$ cat src/rtl/emcy_pkg.sv
package emcy_pkg;

   // ----------------------------------------------------------------
   // Telegram constants
   // ----------------------------------------------------------------
   localparam logic [10:0] EMCY_ID_BASE     = 11'h080;
   localparam logic [15:0] CODE_RESET       = 16'h0000;
   localparam logic [15:0] CODE_COMM        = 16'h8100;
   localparam logic [15:0] CODE_HW          = 16'h5000;
   localparam logic [7:0]  TRIG_WARN        = 8'h01;
   localparam logic [7:0]  TRIG_TERM        = 8'h10;
   localparam int          ERRREG_GENERIC   = 0;
   localparam int          ERRREG_COMM      = 4;
   localparam int          ERRREG_MANUF     = 7;
   localparam int          FIELD0_WARN_BIT  = 7;
   localparam int          FIELD1_TERM_BIT  = 0;
   localparam int          DIAG_ERR_BIT     = 7;
   localparam int          NUM_BYTES        = 8;

   // ----------------------------------------------------------------
   // Types
   // ----------------------------------------------------------------
   typedef logic [7:0] byte_t;

   typedef enum logic [1:0] {
      ST_IDLE = 2'b00,
      ST_SEND = 2'b01
   } tx_state_e;

   typedef enum logic [1:0] {
      EV_NONE = 2'b00,
      EV_WARN = 2'b01,
      EV_TERM = 2'b10
   } event_e;

endpackage : emcy_pkg

$ cat src/rtl/emcy_frame_if.sv
`timescale 1ns/1ps
// Carries one built telegram from the builder to the sender register.
interface emcy_frame_if;
   import emcy_pkg::*;
   logic                  load;
   logic [10:0]           can_id;
   byte_t [NUM_BYTES-1:0] data;

   modport builder (output load, output can_id, output data);
   modport holder  (input  load, input  can_id, input  data);
endinterface : emcy_frame_if

$ cat src/rtl/canopen_emergency_reporter.sv
`timescale 1ns/1ps
// Watches the warning level and terminal error state and builds one
// emergency telegram per change. Changes are only taken while the sender
// is idle, so a change that occurs during a send is reported afterwards
// against the state then current; one undone by then gives no telegram.
module canopen_emergency_reporter (
   input  wire logic                            clk,
   input  wire logic                            rst,
   input  wire logic [6:0]                      node_addr,
   input  wire logic                            warn_exceeded,
   input  wire logic                            term_error,
   input  wire logic [7:0]                      term_slot,
   input  wire logic [7:0]                      term_diag,
   input  wire logic                            tx_ready,
   output logic                                 tx_valid,
   output logic [10:0]                          tx_id,
   output emcy_pkg::byte_t [emcy_pkg::NUM_BYTES-1:0] tx_data
);
   import emcy_pkg::*;

   // ----------------------------------------------------------------
   // Local sizes
   // ----------------------------------------------------------------
   // Both error inputs come from outside this clock domain. Two stages
   // keep a metastable first stage away from the change detection.
   localparam int SYNC_STAGES  = 2;
   localparam int ASYNC_INPUTS = 2;
   // Bit offsets of the two error inputs in the synchroniser bank.
   localparam int IDX_WARN     = 0;
   localparam int IDX_TERM     = 1;

   // ----------------------------------------------------------------
   // Types
   // ----------------------------------------------------------------
   // One synchroniser chain, first stage in bit 0.
   typedef logic [SYNC_STAGES-1:0] sync_t;
   typedef byte_t [NUM_BYTES-1:0]  frame_t;

   // The reported state is what the network was last told. A telegram
   // goes out whenever the synchronised inputs differ from it.
   // Only one terminal fault is tracked, so a second fault that comes
   // while the first is active is not reported on its own.
   typedef struct packed {
      sync_t [ASYNC_INPUTS-1:0] sync;
      logic                     warn;
      logic                     term;
      byte_t                    slot;
      byte_t                    diag;
   } rep_s;

   // ----------------------------------------------------------------
   // Telegram field builders
   // ----------------------------------------------------------------
   // True while any error is still reported.
   function automatic logic any_active_f(
      input logic warn,
      input logic term
   );
      return warn || term;
   endfunction : any_active_f

   // Every active error leaves its mark, not only the one that changed.
   function automatic byte_t err_reg_f(
      input logic warn,
      input logic term
   );
      byte_t r;

      r = 8'h00;
      if (any_active_f(warn, term)) begin
         r[ERRREG_GENERIC] = 1'b1;
      end
      if (warn) begin
         r[ERRREG_COMM]  = 1'b1;
         r[ERRREG_MANUF] = 1'b1;
      end
      if (term) begin
         r[ERRREG_MANUF] = 1'b1;
      end
      return r;
   endfunction : err_reg_f

   // Bit field 0 only carries the warning flag; all other bits stay zero.
   function automatic byte_t field0_f(
      input logic warn
   );
      byte_t f;

      f                  = 8'h00;
      f[FIELD0_WARN_BIT] = warn;
      return f;
   endfunction : field0_f

   // Bit field 1 only carries the terminal error flag.
   function automatic byte_t field1_f(
      input logic term
   );
      byte_t f;

      f                  = 8'h00;
      f[FIELD1_TERM_BIT] = term;
      return f;
   endfunction : field1_f

   // A cleared error reports the reset code whichever error it was.
   function automatic logic [15:0] err_code_f(
      input event_e ev,
      input logic   warn,
      input logic   term
   );
      logic [15:0] c;

      c = CODE_RESET;
      case (ev)
         EV_WARN: begin
            c = warn ? CODE_COMM : CODE_RESET;
         end
         EV_TERM: begin
            c = term ? CODE_HW : CODE_RESET;
         end
         default: begin
            c = CODE_RESET;
         end
      endcase
      return c;
   endfunction : err_code_f

   // The trigger names the event that caused this telegram, not the state.
   function automatic byte_t trigger_f(
      input event_e ev
   );
      byte_t t;

      t = TRIG_WARN;
      case (ev)
         EV_TERM: begin
            t = TRIG_TERM;
         end
         default: begin
            t = TRIG_WARN;
         end
      endcase
      return t;
   endfunction : trigger_f

   // Warning changes win a tie; the terminal change then goes out in the
   // next telegram, so neither is lost.
   function automatic event_e pick_event_f(
      input logic warn_moved,
      input logic term_moved
   );
      event_e e;

      e = EV_NONE;
      if (warn_moved) begin
         e = EV_WARN;
      end else if (term_moved) begin
         e = EV_TERM;
      end
      return e;
   endfunction : pick_event_f

   // Slot and status bytes follow the terminal error, so a warning
   // telegram still carries them while a terminal fault stays active.
   function automatic frame_t pack_frame_f(
      input event_e ev,
      input logic   warn,
      input logic   term,
      input byte_t  slot,
      input byte_t  diag
   );
      frame_t      f;
      logic [15:0] c;

      f    = '0;
      c    = err_code_f(ev, warn, term);
      // Byte 0 goes first on the wire, so the code goes low byte first.
      f[0] = c[7:0];
      f[1] = c[15:8];
      f[2] = err_reg_f(warn, term);
      f[3] = field0_f(warn);
      f[4] = field1_f(term);
      f[5] = trigger_f(ev);
      if (term) begin
         f[6] = slot;
         f[7] = diag;
      end
      // Once nothing remains active the telegram is all zero.
      if (!any_active_f(warn, term)) begin
         f = '0;
      end
      return f;
   endfunction : pack_frame_f

   // ----------------------------------------------------------------
   // State and nets
   // ----------------------------------------------------------------
   rep_s                     s_q;
   rep_s                     s_d;
   sync_t [ASYNC_INPUTS-1:0] sync_d;
   logic [ASYNC_INPUTS-1:0]  async_in;
   logic [ASYNC_INPUTS-1:0]  synced;
   logic                     busy;
   logic                     warn_now;
   logic                     term_now;
   logic                     warn_moved;
   logic                     term_moved;
   event_e                   ev;
   frame_t                   frame;

   // The built telegram travels to the sender register as one bundle.
   emcy_frame_if frm_if ();

   // ----------------------------------------------------------------
   // Input synchronisers
   // ----------------------------------------------------------------
   assign async_in[IDX_WARN] = warn_exceeded;
   assign async_in[IDX_TERM] = term_error;

   // Only the last stage is read; the first may still be settling.
   for (genvar k = 0; k < ASYNC_INPUTS; k++) begin : g_sync
      assign sync_d[k] = {s_q.sync[k][SYNC_STAGES-2:0], async_in[k]};
      assign synced[k] = s_q.sync[k][SYNC_STAGES-1];
   end

   assign warn_now = synced[IDX_WARN];
   assign term_now = synced[IDX_TERM];

   // ----------------------------------------------------------------
   // Change detection
   // ----------------------------------------------------------------
   // Changes are only looked at while nothing is on offer. A change that
   // comes and goes within one busy time therefore leaves no telegram,
   // which is right: the network already holds the state that remains.
   assign busy       = tx_valid;
   assign warn_moved = (warn_now != s_q.warn);
   assign term_moved = (term_now != s_q.term);

   // ----------------------------------------------------------------
   // Reported state and telegram building
   // ----------------------------------------------------------------
   always_comb begin
      s_d      = s_q;
      s_d.sync = sync_d;
      ev       = EV_NONE;
      if (!busy) begin
         ev = pick_event_f(warn_moved, term_moved);
      end
      case (ev)
         EV_WARN: begin
            s_d.warn = warn_now;
         end
         EV_TERM: begin
            s_d.term = term_now;
            if (term_now) begin
               // Slot and status are kept from the rise, so the telegrams
               // that follow report the fault that was logged.
               s_d.slot = term_slot;
               s_d.diag = term_diag;
            end
         end
         default: begin
            // Nothing changes; the reported state stands.
            s_d.warn = s_q.warn;
         end
      endcase
      frame = pack_frame_f(ev, s_d.warn, s_d.term, s_d.slot, s_d.diag);
   end

   // ----------------------------------------------------------------
   // Hand-over to the sender register
   // ----------------------------------------------------------------
   // The identifier is rebuilt for every telegram, so an address change
   // between telegrams is picked up without a reset.
   assign frm_if.load   = (ev != EV_NONE);
   assign frm_if.can_id = EMCY_ID_BASE + {4'h0, node_addr};
   assign frm_if.data   = frame;

   // ----------------------------------------------------------------
   // State register
   // ----------------------------------------------------------------
   // Reset leaves every error unreported, so an error present at release
   // gives its telegram once it has passed the synchronisers.
   always_ff @(posedge clk or posedge rst) begin
      if (rst) begin
         s_q <= '0;
      end else begin
         s_q <= s_d;
      end
   end

   // ----------------------------------------------------------------
   // Sender register
   // ----------------------------------------------------------------
   emcy_frame_hold u_hold (
      .clk      (clk),
      .rst      (rst),
      .frm      (frm_if.holder),
      .tx_ready (tx_ready),
      .tx_valid (tx_valid),
      .tx_id    (tx_id),
      .tx_data  (tx_data)
   );
endmodule : canopen_emergency_reporter

$ cat src/rtl/emcy_frame_hold.sv
`timescale 1ns/1ps
// Holds the telegram and offers it until the transmitter accepts it.
module emcy_frame_hold (
   input  wire logic                            clk,
   input  wire logic                            rst,
   emcy_frame_if.holder                         frm,
   input  wire logic                            tx_ready,
   output logic                                 tx_valid,
   output logic [10:0]                          tx_id,
   output emcy_pkg::byte_t [emcy_pkg::NUM_BYTES-1:0] tx_data
);
   import emcy_pkg::*;

   typedef struct packed {
      tx_state_e             st;
      logic [10:0]           id;
      byte_t [NUM_BYTES-1:0] data;
   } hold_s;

   hold_s s_q;
   hold_s s_d;

   always_comb begin
      s_d = s_q;
      case (s_q.st)
         ST_IDLE: begin
            if (frm.load) begin
               s_d.st   = ST_SEND;
               s_d.id   = frm.can_id;
               s_d.data = frm.data;
            end
         end
         ST_SEND: begin
            if (tx_ready) begin
               s_d.st = ST_IDLE;
            end
         end
         default: begin
            s_d.st = ST_IDLE;
         end
      endcase
   end

   always_ff @(posedge clk or posedge rst) begin
      if (rst) begin
         s_q <= '0;
      end else begin
         s_q <= s_d;
      end
   end

   assign tx_valid = (s_q.st == ST_SEND);
   assign tx_id    = s_q.id;
   assign tx_data  = s_q.data;
endmodule : emcy_frame_hold

$ cat config.mk
export PLATFORM = sky130hd
export DESIGN_NAME = canopen_emergency_reporter
export DESIGN_NICKNAME = d
export VERILOG_FILES = /design/src/rtl/emcy_pkg.sv /design/src/rtl/emcy_frame_if.sv /design/src/rtl/canopen_emergency_reporter.sv /design/src/rtl/emcy_frame_hold.sv
export SDC_FILE = /design/constraint.sdc
export NUM_CORES = 1
export LEC_CHECK = 0
export BUFFER_PORTS_ARGS = -buffer_cell sky130_fd_sc_hd__buf_2
export CAP_MARGIN = 20
export CORE_ASPECT_RATIO = 1.2
export CORE_UTILIZATION = 29
export DETAILED_ROUTE_END_ITERATION = 8
export HOLD_SLACK_MARGIN = 0.08
export PLACE_DENSITY = 0.49
export REMOVE_ABC_BUFFERS = 1
export SLEW_MARGIN = 20
export SYNTH_ARGS = -nofsm -noshare
export SYNTH_HDL_FRONTEND = slang
export SYNTH_HIERARCHICAL = 1
export SYNTH_SLANG_ARGS = --single-unit
$ cat constraint.sdc
create_clock -name clk -period 2.95 [get_ports clk]
set_input_delay 0.4425 -clock clk [delete_from_list [all_inputs] [get_ports clk]]
set_output_delay 0.4425 -clock clk [all_outputs]
set_load 0.005 [all_outputs]
==> metrics.txt, run 1 <==
status completed; via/cell ratio 4.01; Worst Setup Start Kind flip-flop; CP required 3.18 ns; Setup TNS 0 ns; worst reg-to-reg setup slack 0.68 ns; DIE WIDTH 120 um; Worst-Margin Slew 0.897 ns; crit path setup slack, layout 0.678 ns; Slew Limit Fails 0; reg2reg end u_hold/tx_data[51]; vias in the first global route 2569; CP Max Fanout 75; cells after synthesis 326; Die ar. 17200 sq um; first-pass GRT wire length 13600 um; Chip Height 144 um; post-CTS setup buffer count 0; largest family of logic cells by synthesized area multiplexers; DR pass1 iterations 2; Clock Path Buffers 2; wire length per cell 13.5 um; initial antenna violation count 0; HP Class in -> async; Clock Latency Late Sink 0.35 ns; H-tree levels 3; yosys warns 6; Hold-fix buffers, CTS 0; Final Hold Fails 0; Leak 2.66 nW; cts repair resizes 0; # rows 51; wire length after detailed routing 8220 um; area used by multi-input combinational logic 1770 sq um; Fill cells 1674; Yosys reg bits 98; Tcrit/Tclk final 77.0%; post-synthesis compound-gate area fraction 4.00%; multiplexer share of the synthesized area 26.9%; PD cells 1130 nW/um^2; share of cells above drive strength 1 56.1%; DRC 0; core box area 16300 sq um; CTS tree done; Reg clk slew, reported paths 0.07 ns; R2R Path Start s_q[17]; Tmin final 2.27 ns; post-synthesis simple-gate area fraction 1.88%; DP Worst Slack 0.714 ns; Clock Sinks 98; max_cap viols 0; # nets final 419; Initial Util 29.8%; gr ovfl total 0; maximum VDD drop 0.439 mV; vias post-DR 2439; RSZ-0062 raised after global routing false; DR iter-0 viols 56; CP Capture Type flip-flop; CTS root buffer clkbuf_16; HPWL after DPL 5230 um; port buffer count 103; TritonCTS buffer count 9; Reg area 2450 sq um; Mapped Area 4850 sq um; DRT antenna net count 0; largest net degree at the start of global routing 76; Hold WS 0.155 ns; relative slew slack 39.8%; sequential element share of the synthesized area 50.6%; average cell area after synthesis 14.9 sq um; CP Class reg -> reg; ANT cells 0; distinct cell type count after synthesis 26; Placer Congestion 0.670; Clock Skew 0.00892 ns; R2R cell count 6; Synth Area in XOR/XNOR 0.516%; post-synthesis adder-cell area fraction 0%; Worst EP arrival 2.50 ns; Max Fclk 440 MHz; area delta synth->final 10.9%; IO Pins 104; Setup violations, final 0; GRT Util Overall 10.4%
==> layout by cell type (no fill, tap or decap), drive strengths merged, types with 5 or more instances in the layout <==
master and n:
buf 106, nor2 5, clkinv 5, a22o 16, dfrtp 98, clkbuf 12, mux2 94, conb 41
==> cell type report <==
type,count,share of cell area [%]
Inverter,3,0.233
Sequential cell,98,45.6
Multi-Input combinational cell,173,32.9
Tap cell,212,4.93
Timing Repair Buffer,106,10.5
Clock inverter,4,0.907
Clock buffer,12,4.96
==> sequential cells by signal (all words and copies together) (netlist names) <==
register	count
s_d	2
s_q	20
u_hold/s_q	1
u_hold/tx_data	64
u_hold/tx_id	11
==> power by group <==
group	switching (mW)	internal, mW
Combinational	0.916	1.60
Sequential	0.388	1.98
Clock	0.497	0.725
==> logic make-up (layout without fill, tap and decap cells) <==
family | count (synthesis) | count (layout)
other cells | 2 | 41
mux | 95 | 95
flops | 98 | 98
simple gates | 12 | 12
xor+xnor | 2 | 2
compound gates | 23 | 23
buf+inv | 94 | 125
==> stage by stage <==
| stage | utilization, % | cells | power, mW | area, sq um |
|---|---|---|---|---|
| final | 33.0 | 608 | 6.10 | 5380 |
| after CTS | 33.0 | 608 | 6.23 | 5380 |
| after global placement | 31.1 | 592 | 4.88 | 5060 |
| after global routing | 33.0 | 608 | 6.51 | 5380 |
| after floorplan | - | 274 | 4.12 | 4230 |
| after detailed placement | 31.1 | 592 | 4.95 | 5060 |
==> synth_stat cells (all sizes together) <==
cell type,count,area share (%)
a211oi,2,0.31
a22o,16,2.9
nand2b,1,0.28
xor2,2,0.52
o22ai,1,0.13
nor2,5,0.39
nor2b,2,0.41
o31a,1,0.36
nand3b,1,0.15
inv,3,0.23
buf,91,16
conb,2,0.15
a21oi,2,0.21
nor3b,2,0.31
mux2,94,27
mux2i,1,0.21
o21ai,1,0.10
dfrtp,98,51
nor3,1,0.34
==> per-layer routing <==
| metal | vias to the layer above | GRT usage [%] | share of wire, % |
|---|---|---|---|
| li1 | 1136 | - | - |
| met1 | 1225 | 12.7 | 45 |
| met2 | 66 | 16.4 | 47 |
| met3 | 12 | 2.94 | 5.4 |
| met4 | 0 | 6.32 | 2.6 |
| met5 | - | 0 | 0 |
==> critical path: stages (launching register included) <==
cell,delay (ns)
dfrtp_1,0.51
xor2_2,0.33
nor2_1,0.09
nor2_1,0.13
nor2b_4,0.18
buf_12,0.39
mux2_2,0.40
==> how the worst max path moves through the flow <==
stage            start                  to  slack, ns
6_report       s_q[17]  u_hold/tx_data[51]       0.68
5_1_grt        s_q[17]  u_hold/tx_data[43]       0.55
4_1_cts        s_q[17]  u_hold/tx_data[43]       0.70
3_5_place_dp   s_q[17]  u_hold/tx_data[43]       0.71
3_3_place_gp   s_q[17]  u_hold/tx_data[53]       0.75
2_1_floorplan  s_q[17]  u_hold/tx_data[15]      -0.19
(Power assumes the default switching activity.)
==> run 2, diff against run 1 <==
--- a/config.mk
+++ b/config.mk
@@ -11,7 +11,7 @@
 export CORE_UTILIZATION = 29
 export DETAILED_ROUTE_END_ITERATION = 8
 export HOLD_SLACK_MARGIN = 0.08
-export PLACE_DENSITY = 0.49
+export PLACE_DENSITY = 0.51
 export REMOVE_ABC_BUFFERS = 1
 export SLEW_MARGIN = 20
 export SYNTH_ARGS = -nofsm -noshare
==> constraint.sdc (replaced) <==
create_clock -name clk -period 2 [get_ports clk]
set_input_delay 0.3 -clock clk [delete_from_list [all_inputs] [get_ports clk]]
set_output_delay 0.3 -clock clk [all_outputs]
set_load 0.005 [all_outputs]
==> run 2 against run 1 <==
Effect of this change:
- critical path depth is 1 higher
- non-clock buffer count is 15 higher
- first-iteration DRC count is 59% higher
- setup slack worse by 0.53 ns
- sequential power is 46% higher
- total power is 54% higher
- clock skew hardly changed
- via count is 2.6% higher
- maximum frequency is 23% higher
- design area is 3.4% higher
- count of clock-buffer cells in the layout is 1 lower
- clock power is 59% higher
- critical path type unchanged
- critical endpoint is now u_hold/tx_id[10]
- largest power group unchanged
==> metrics.txt, run 2 (synthesis results as in run 1) <==
status completed (unchanged); Clock Latency Late Sink 0.35 ns (about the same); relative slew slack 65.5% (was 39.8%); H-tree levels 3 (unchanged); Hold WS 0.127 ns (was 0.155 ns); sink of the worst hold path u_hold/s_q[75]; gr ovfl total 0 (unchanged); hold path startpoint tx_ready; Int Pwr 6.62 mW (was 4.30 mW); post-CTS setup buffer count 0 (unchanged); # rows 51 (unchanged); max layer used met4 (unchanged); routed length on met2 4180 um (was 3860 um); Tmin final 1.85 ns (was 2.27 ns); Clock Skew 0.00845 ns (was 0.00892 ns); Post-Route Utilization 34.2% (was 33.0%); Clock Sinks 98 (unchanged); Net Sw Frac 29.6% (was 29.5%); R2R Path Start s_q[19] (was s_q[17]); vias post-DR 2503 (was 2439); first-pass GRT wire length 13700 um (was 13600 um); Worst Setup Start Kind flip-flop (unchanged); Max Fclk 540 MHz (was 440 MHz); max reg flops 64 (unchanged); worst hold stages 2; Worst-Margin Slew 0.516 ns (was 0.897 ns); met3 WL 393 um (was 445 um); total power 9.41 mW (was 6.10 mW); wire length per cell 14.0 um (was 13.5 um); Initial Util 29.8% (unchanged); Leak 2.75 nW (was 2.66 nW); DRC 0 (unchanged); Setup violations, final 0 (unchanged); CTS root buffer clkbuf_16 (unchanged); largest net degree at the start of global routing 43 (was 76); initial antenna violation count 0 (unchanged); Placer Congestion 0.671 (was 0.670); Clk pwr share 20.6% (was 20.0%); worst reg-to-reg setup slack 0.15 ns (was 0.68 ns); most frequent cells in the layout buf_2, dfrtp_1, mux2_4 (unchanged); reg2reg end u_hold/tx_id[10] (was u_hold/tx_data[51]); Clock Path Buffers 2 (unchanged); CP Capture Type flip-flop (unchanged); vias in the first global route 2510 (was 2569); IO Pins 104 (unchanged); area delta synth->final 14.7% (was 10.9%); launch point of the worst path s_q[19] (was s_q[17]); Tcrit/Tclk final 92.5% (was 77.0%); DR iter-0 viols 89 (was 56); core box area 16300 sq um (unchanged); GRT Util Overall 10.8% (was 10.4%); CP required 2.23 ns (was 3.18 ns); most common cell after layout, fill and taps aside buf_2 (unchanged); Final Hold Fails 0 (unchanged); HPWL after DPL 5890 um (was 5230 um); wire length after detailed routing 8700 um (was 8220 um); max_cap viols 0 (unchanged); via/cell ratio 4.02 (was 4.01); Die ar. 17200 sq um (unchanged); CP Class reg -> reg (unchanged); Comb power frac 42.8% (was 41.2%); share of cells above drive strength 1 56.9% (was 56.1%); HP Class in -> reg (was in -> async); Worst EP arrival 2.08 ns (was 2.50 ns); Chip Height 144 um (unchanged); DRT antenna net count 0 (unchanged); ANT cells 0 (unchanged); WL met1 3940 um (was 3700 um); PD cells 1690 nW/um^2 (was 1130 nW/um^2); CTS tree done (unchanged); maximum VDD drop 0.455 mV (was 0.439 mV); # nets final 434 (was 419); DIE WIDTH 120 um (unchanged); CP Max Fanout 23 (was 75); Sw Pwr 2.78 mW (was 1.80 mW); Slew Limit Fails 0 (unchanged); TritonCTS buffer count 9 (unchanged); R2R cell count 7 (was 6); port buffer count 103 (unchanged); Reg clk slew, reported paths 0.07 ns (about the same); DR pass1 iterations 3 (was 2); Fill cells 1621 (was 1674); register share of total power 36.5% (was 38.8%)
-- run 2: layout make-up --
type                       instances  area (sq um)  share of cell area (%)
timing repair buffer             121           724                    13.0
inverter                           3          12.5                   0.225
multi-input combinational        173          1770                    31.8
clock inverter                     5          85.1                    1.53
clock buffer                      11           253                    4.54
sequential                        98          2450                    44.1
tap                              212           265                    4.77
-- run 2: stage by stage --
stage / setup TNS (ns) / instances / worst slack [ns] / instance area [sq um]
2_1_floorplan: -100.41 / 274 / -1.14 / 4230
3_3_place_gp: 0 / 604 / 0.198 / 5190
3_5_place_dp: 0 / 604 / 0.146 / 5190
4_1_cts: 0 / 623 / 0.119 / 5560
5_1_grt: -0.00266 / 623 / -0.00266 / 5560
6_report: 0 / 623 / 0.149 / 5560
-- run 2: timing repair --
action / 4_1_cts / 5_1_grt
resized for setup: 0 / 1
endpoints found under the setup margin: 0 / 2
hold buffers: 3 / 0
endpoints found under the hold margin: 48 / 0
-- run 2: worst max-delay path by stage --
stage / slack [ns] / end
2_1_floorplan: -1.14 / u_hold/tx_data[15]
3_3_place_gp: 0.20 / u_hold/tx_data[50]
3_5_place_dp: 0.15 / u_hold/tx_data[60]
4_1_cts: 0.12 / u_hold/tx_data[60]
5_1_grt: -0.003 / u_hold/tx_id[10]
6_report: 0.15 / u_hold/tx_id[10]
-- run 2: power groups by stage --
stage / Sequential, mW / Combinational, mW / Clock (mW)
after floorplan: 3.51 / 2.57 / 0
after global placement: 3.46 / 4.00 / 0
after detailed placement: 3.48 / 4.09 / 0
after CTS: 3.46 / 4.10 / 2.02
after global routing: 3.57 / 4.37 / 2.11
final: 3.44 / 4.03 / 1.94
-- run 2: worst max-delay path, stage by stage (launching register included) --
cell and delay, ns:
dfrtp_1 0.45, xor2_2 0.17, nor2_1 0.06, nor2_1 0.13, nor2b_4 0.21, buf_12 0.14
buf_12 0.20, mux2_2 0.35
-- run 2: layer usage --
metal	up-vias	track usage [%]
met5	-	0
met4	0	5.72
met3	12	3.21
met2	63	16.6
met1	1268	13.6
li1	1160	-
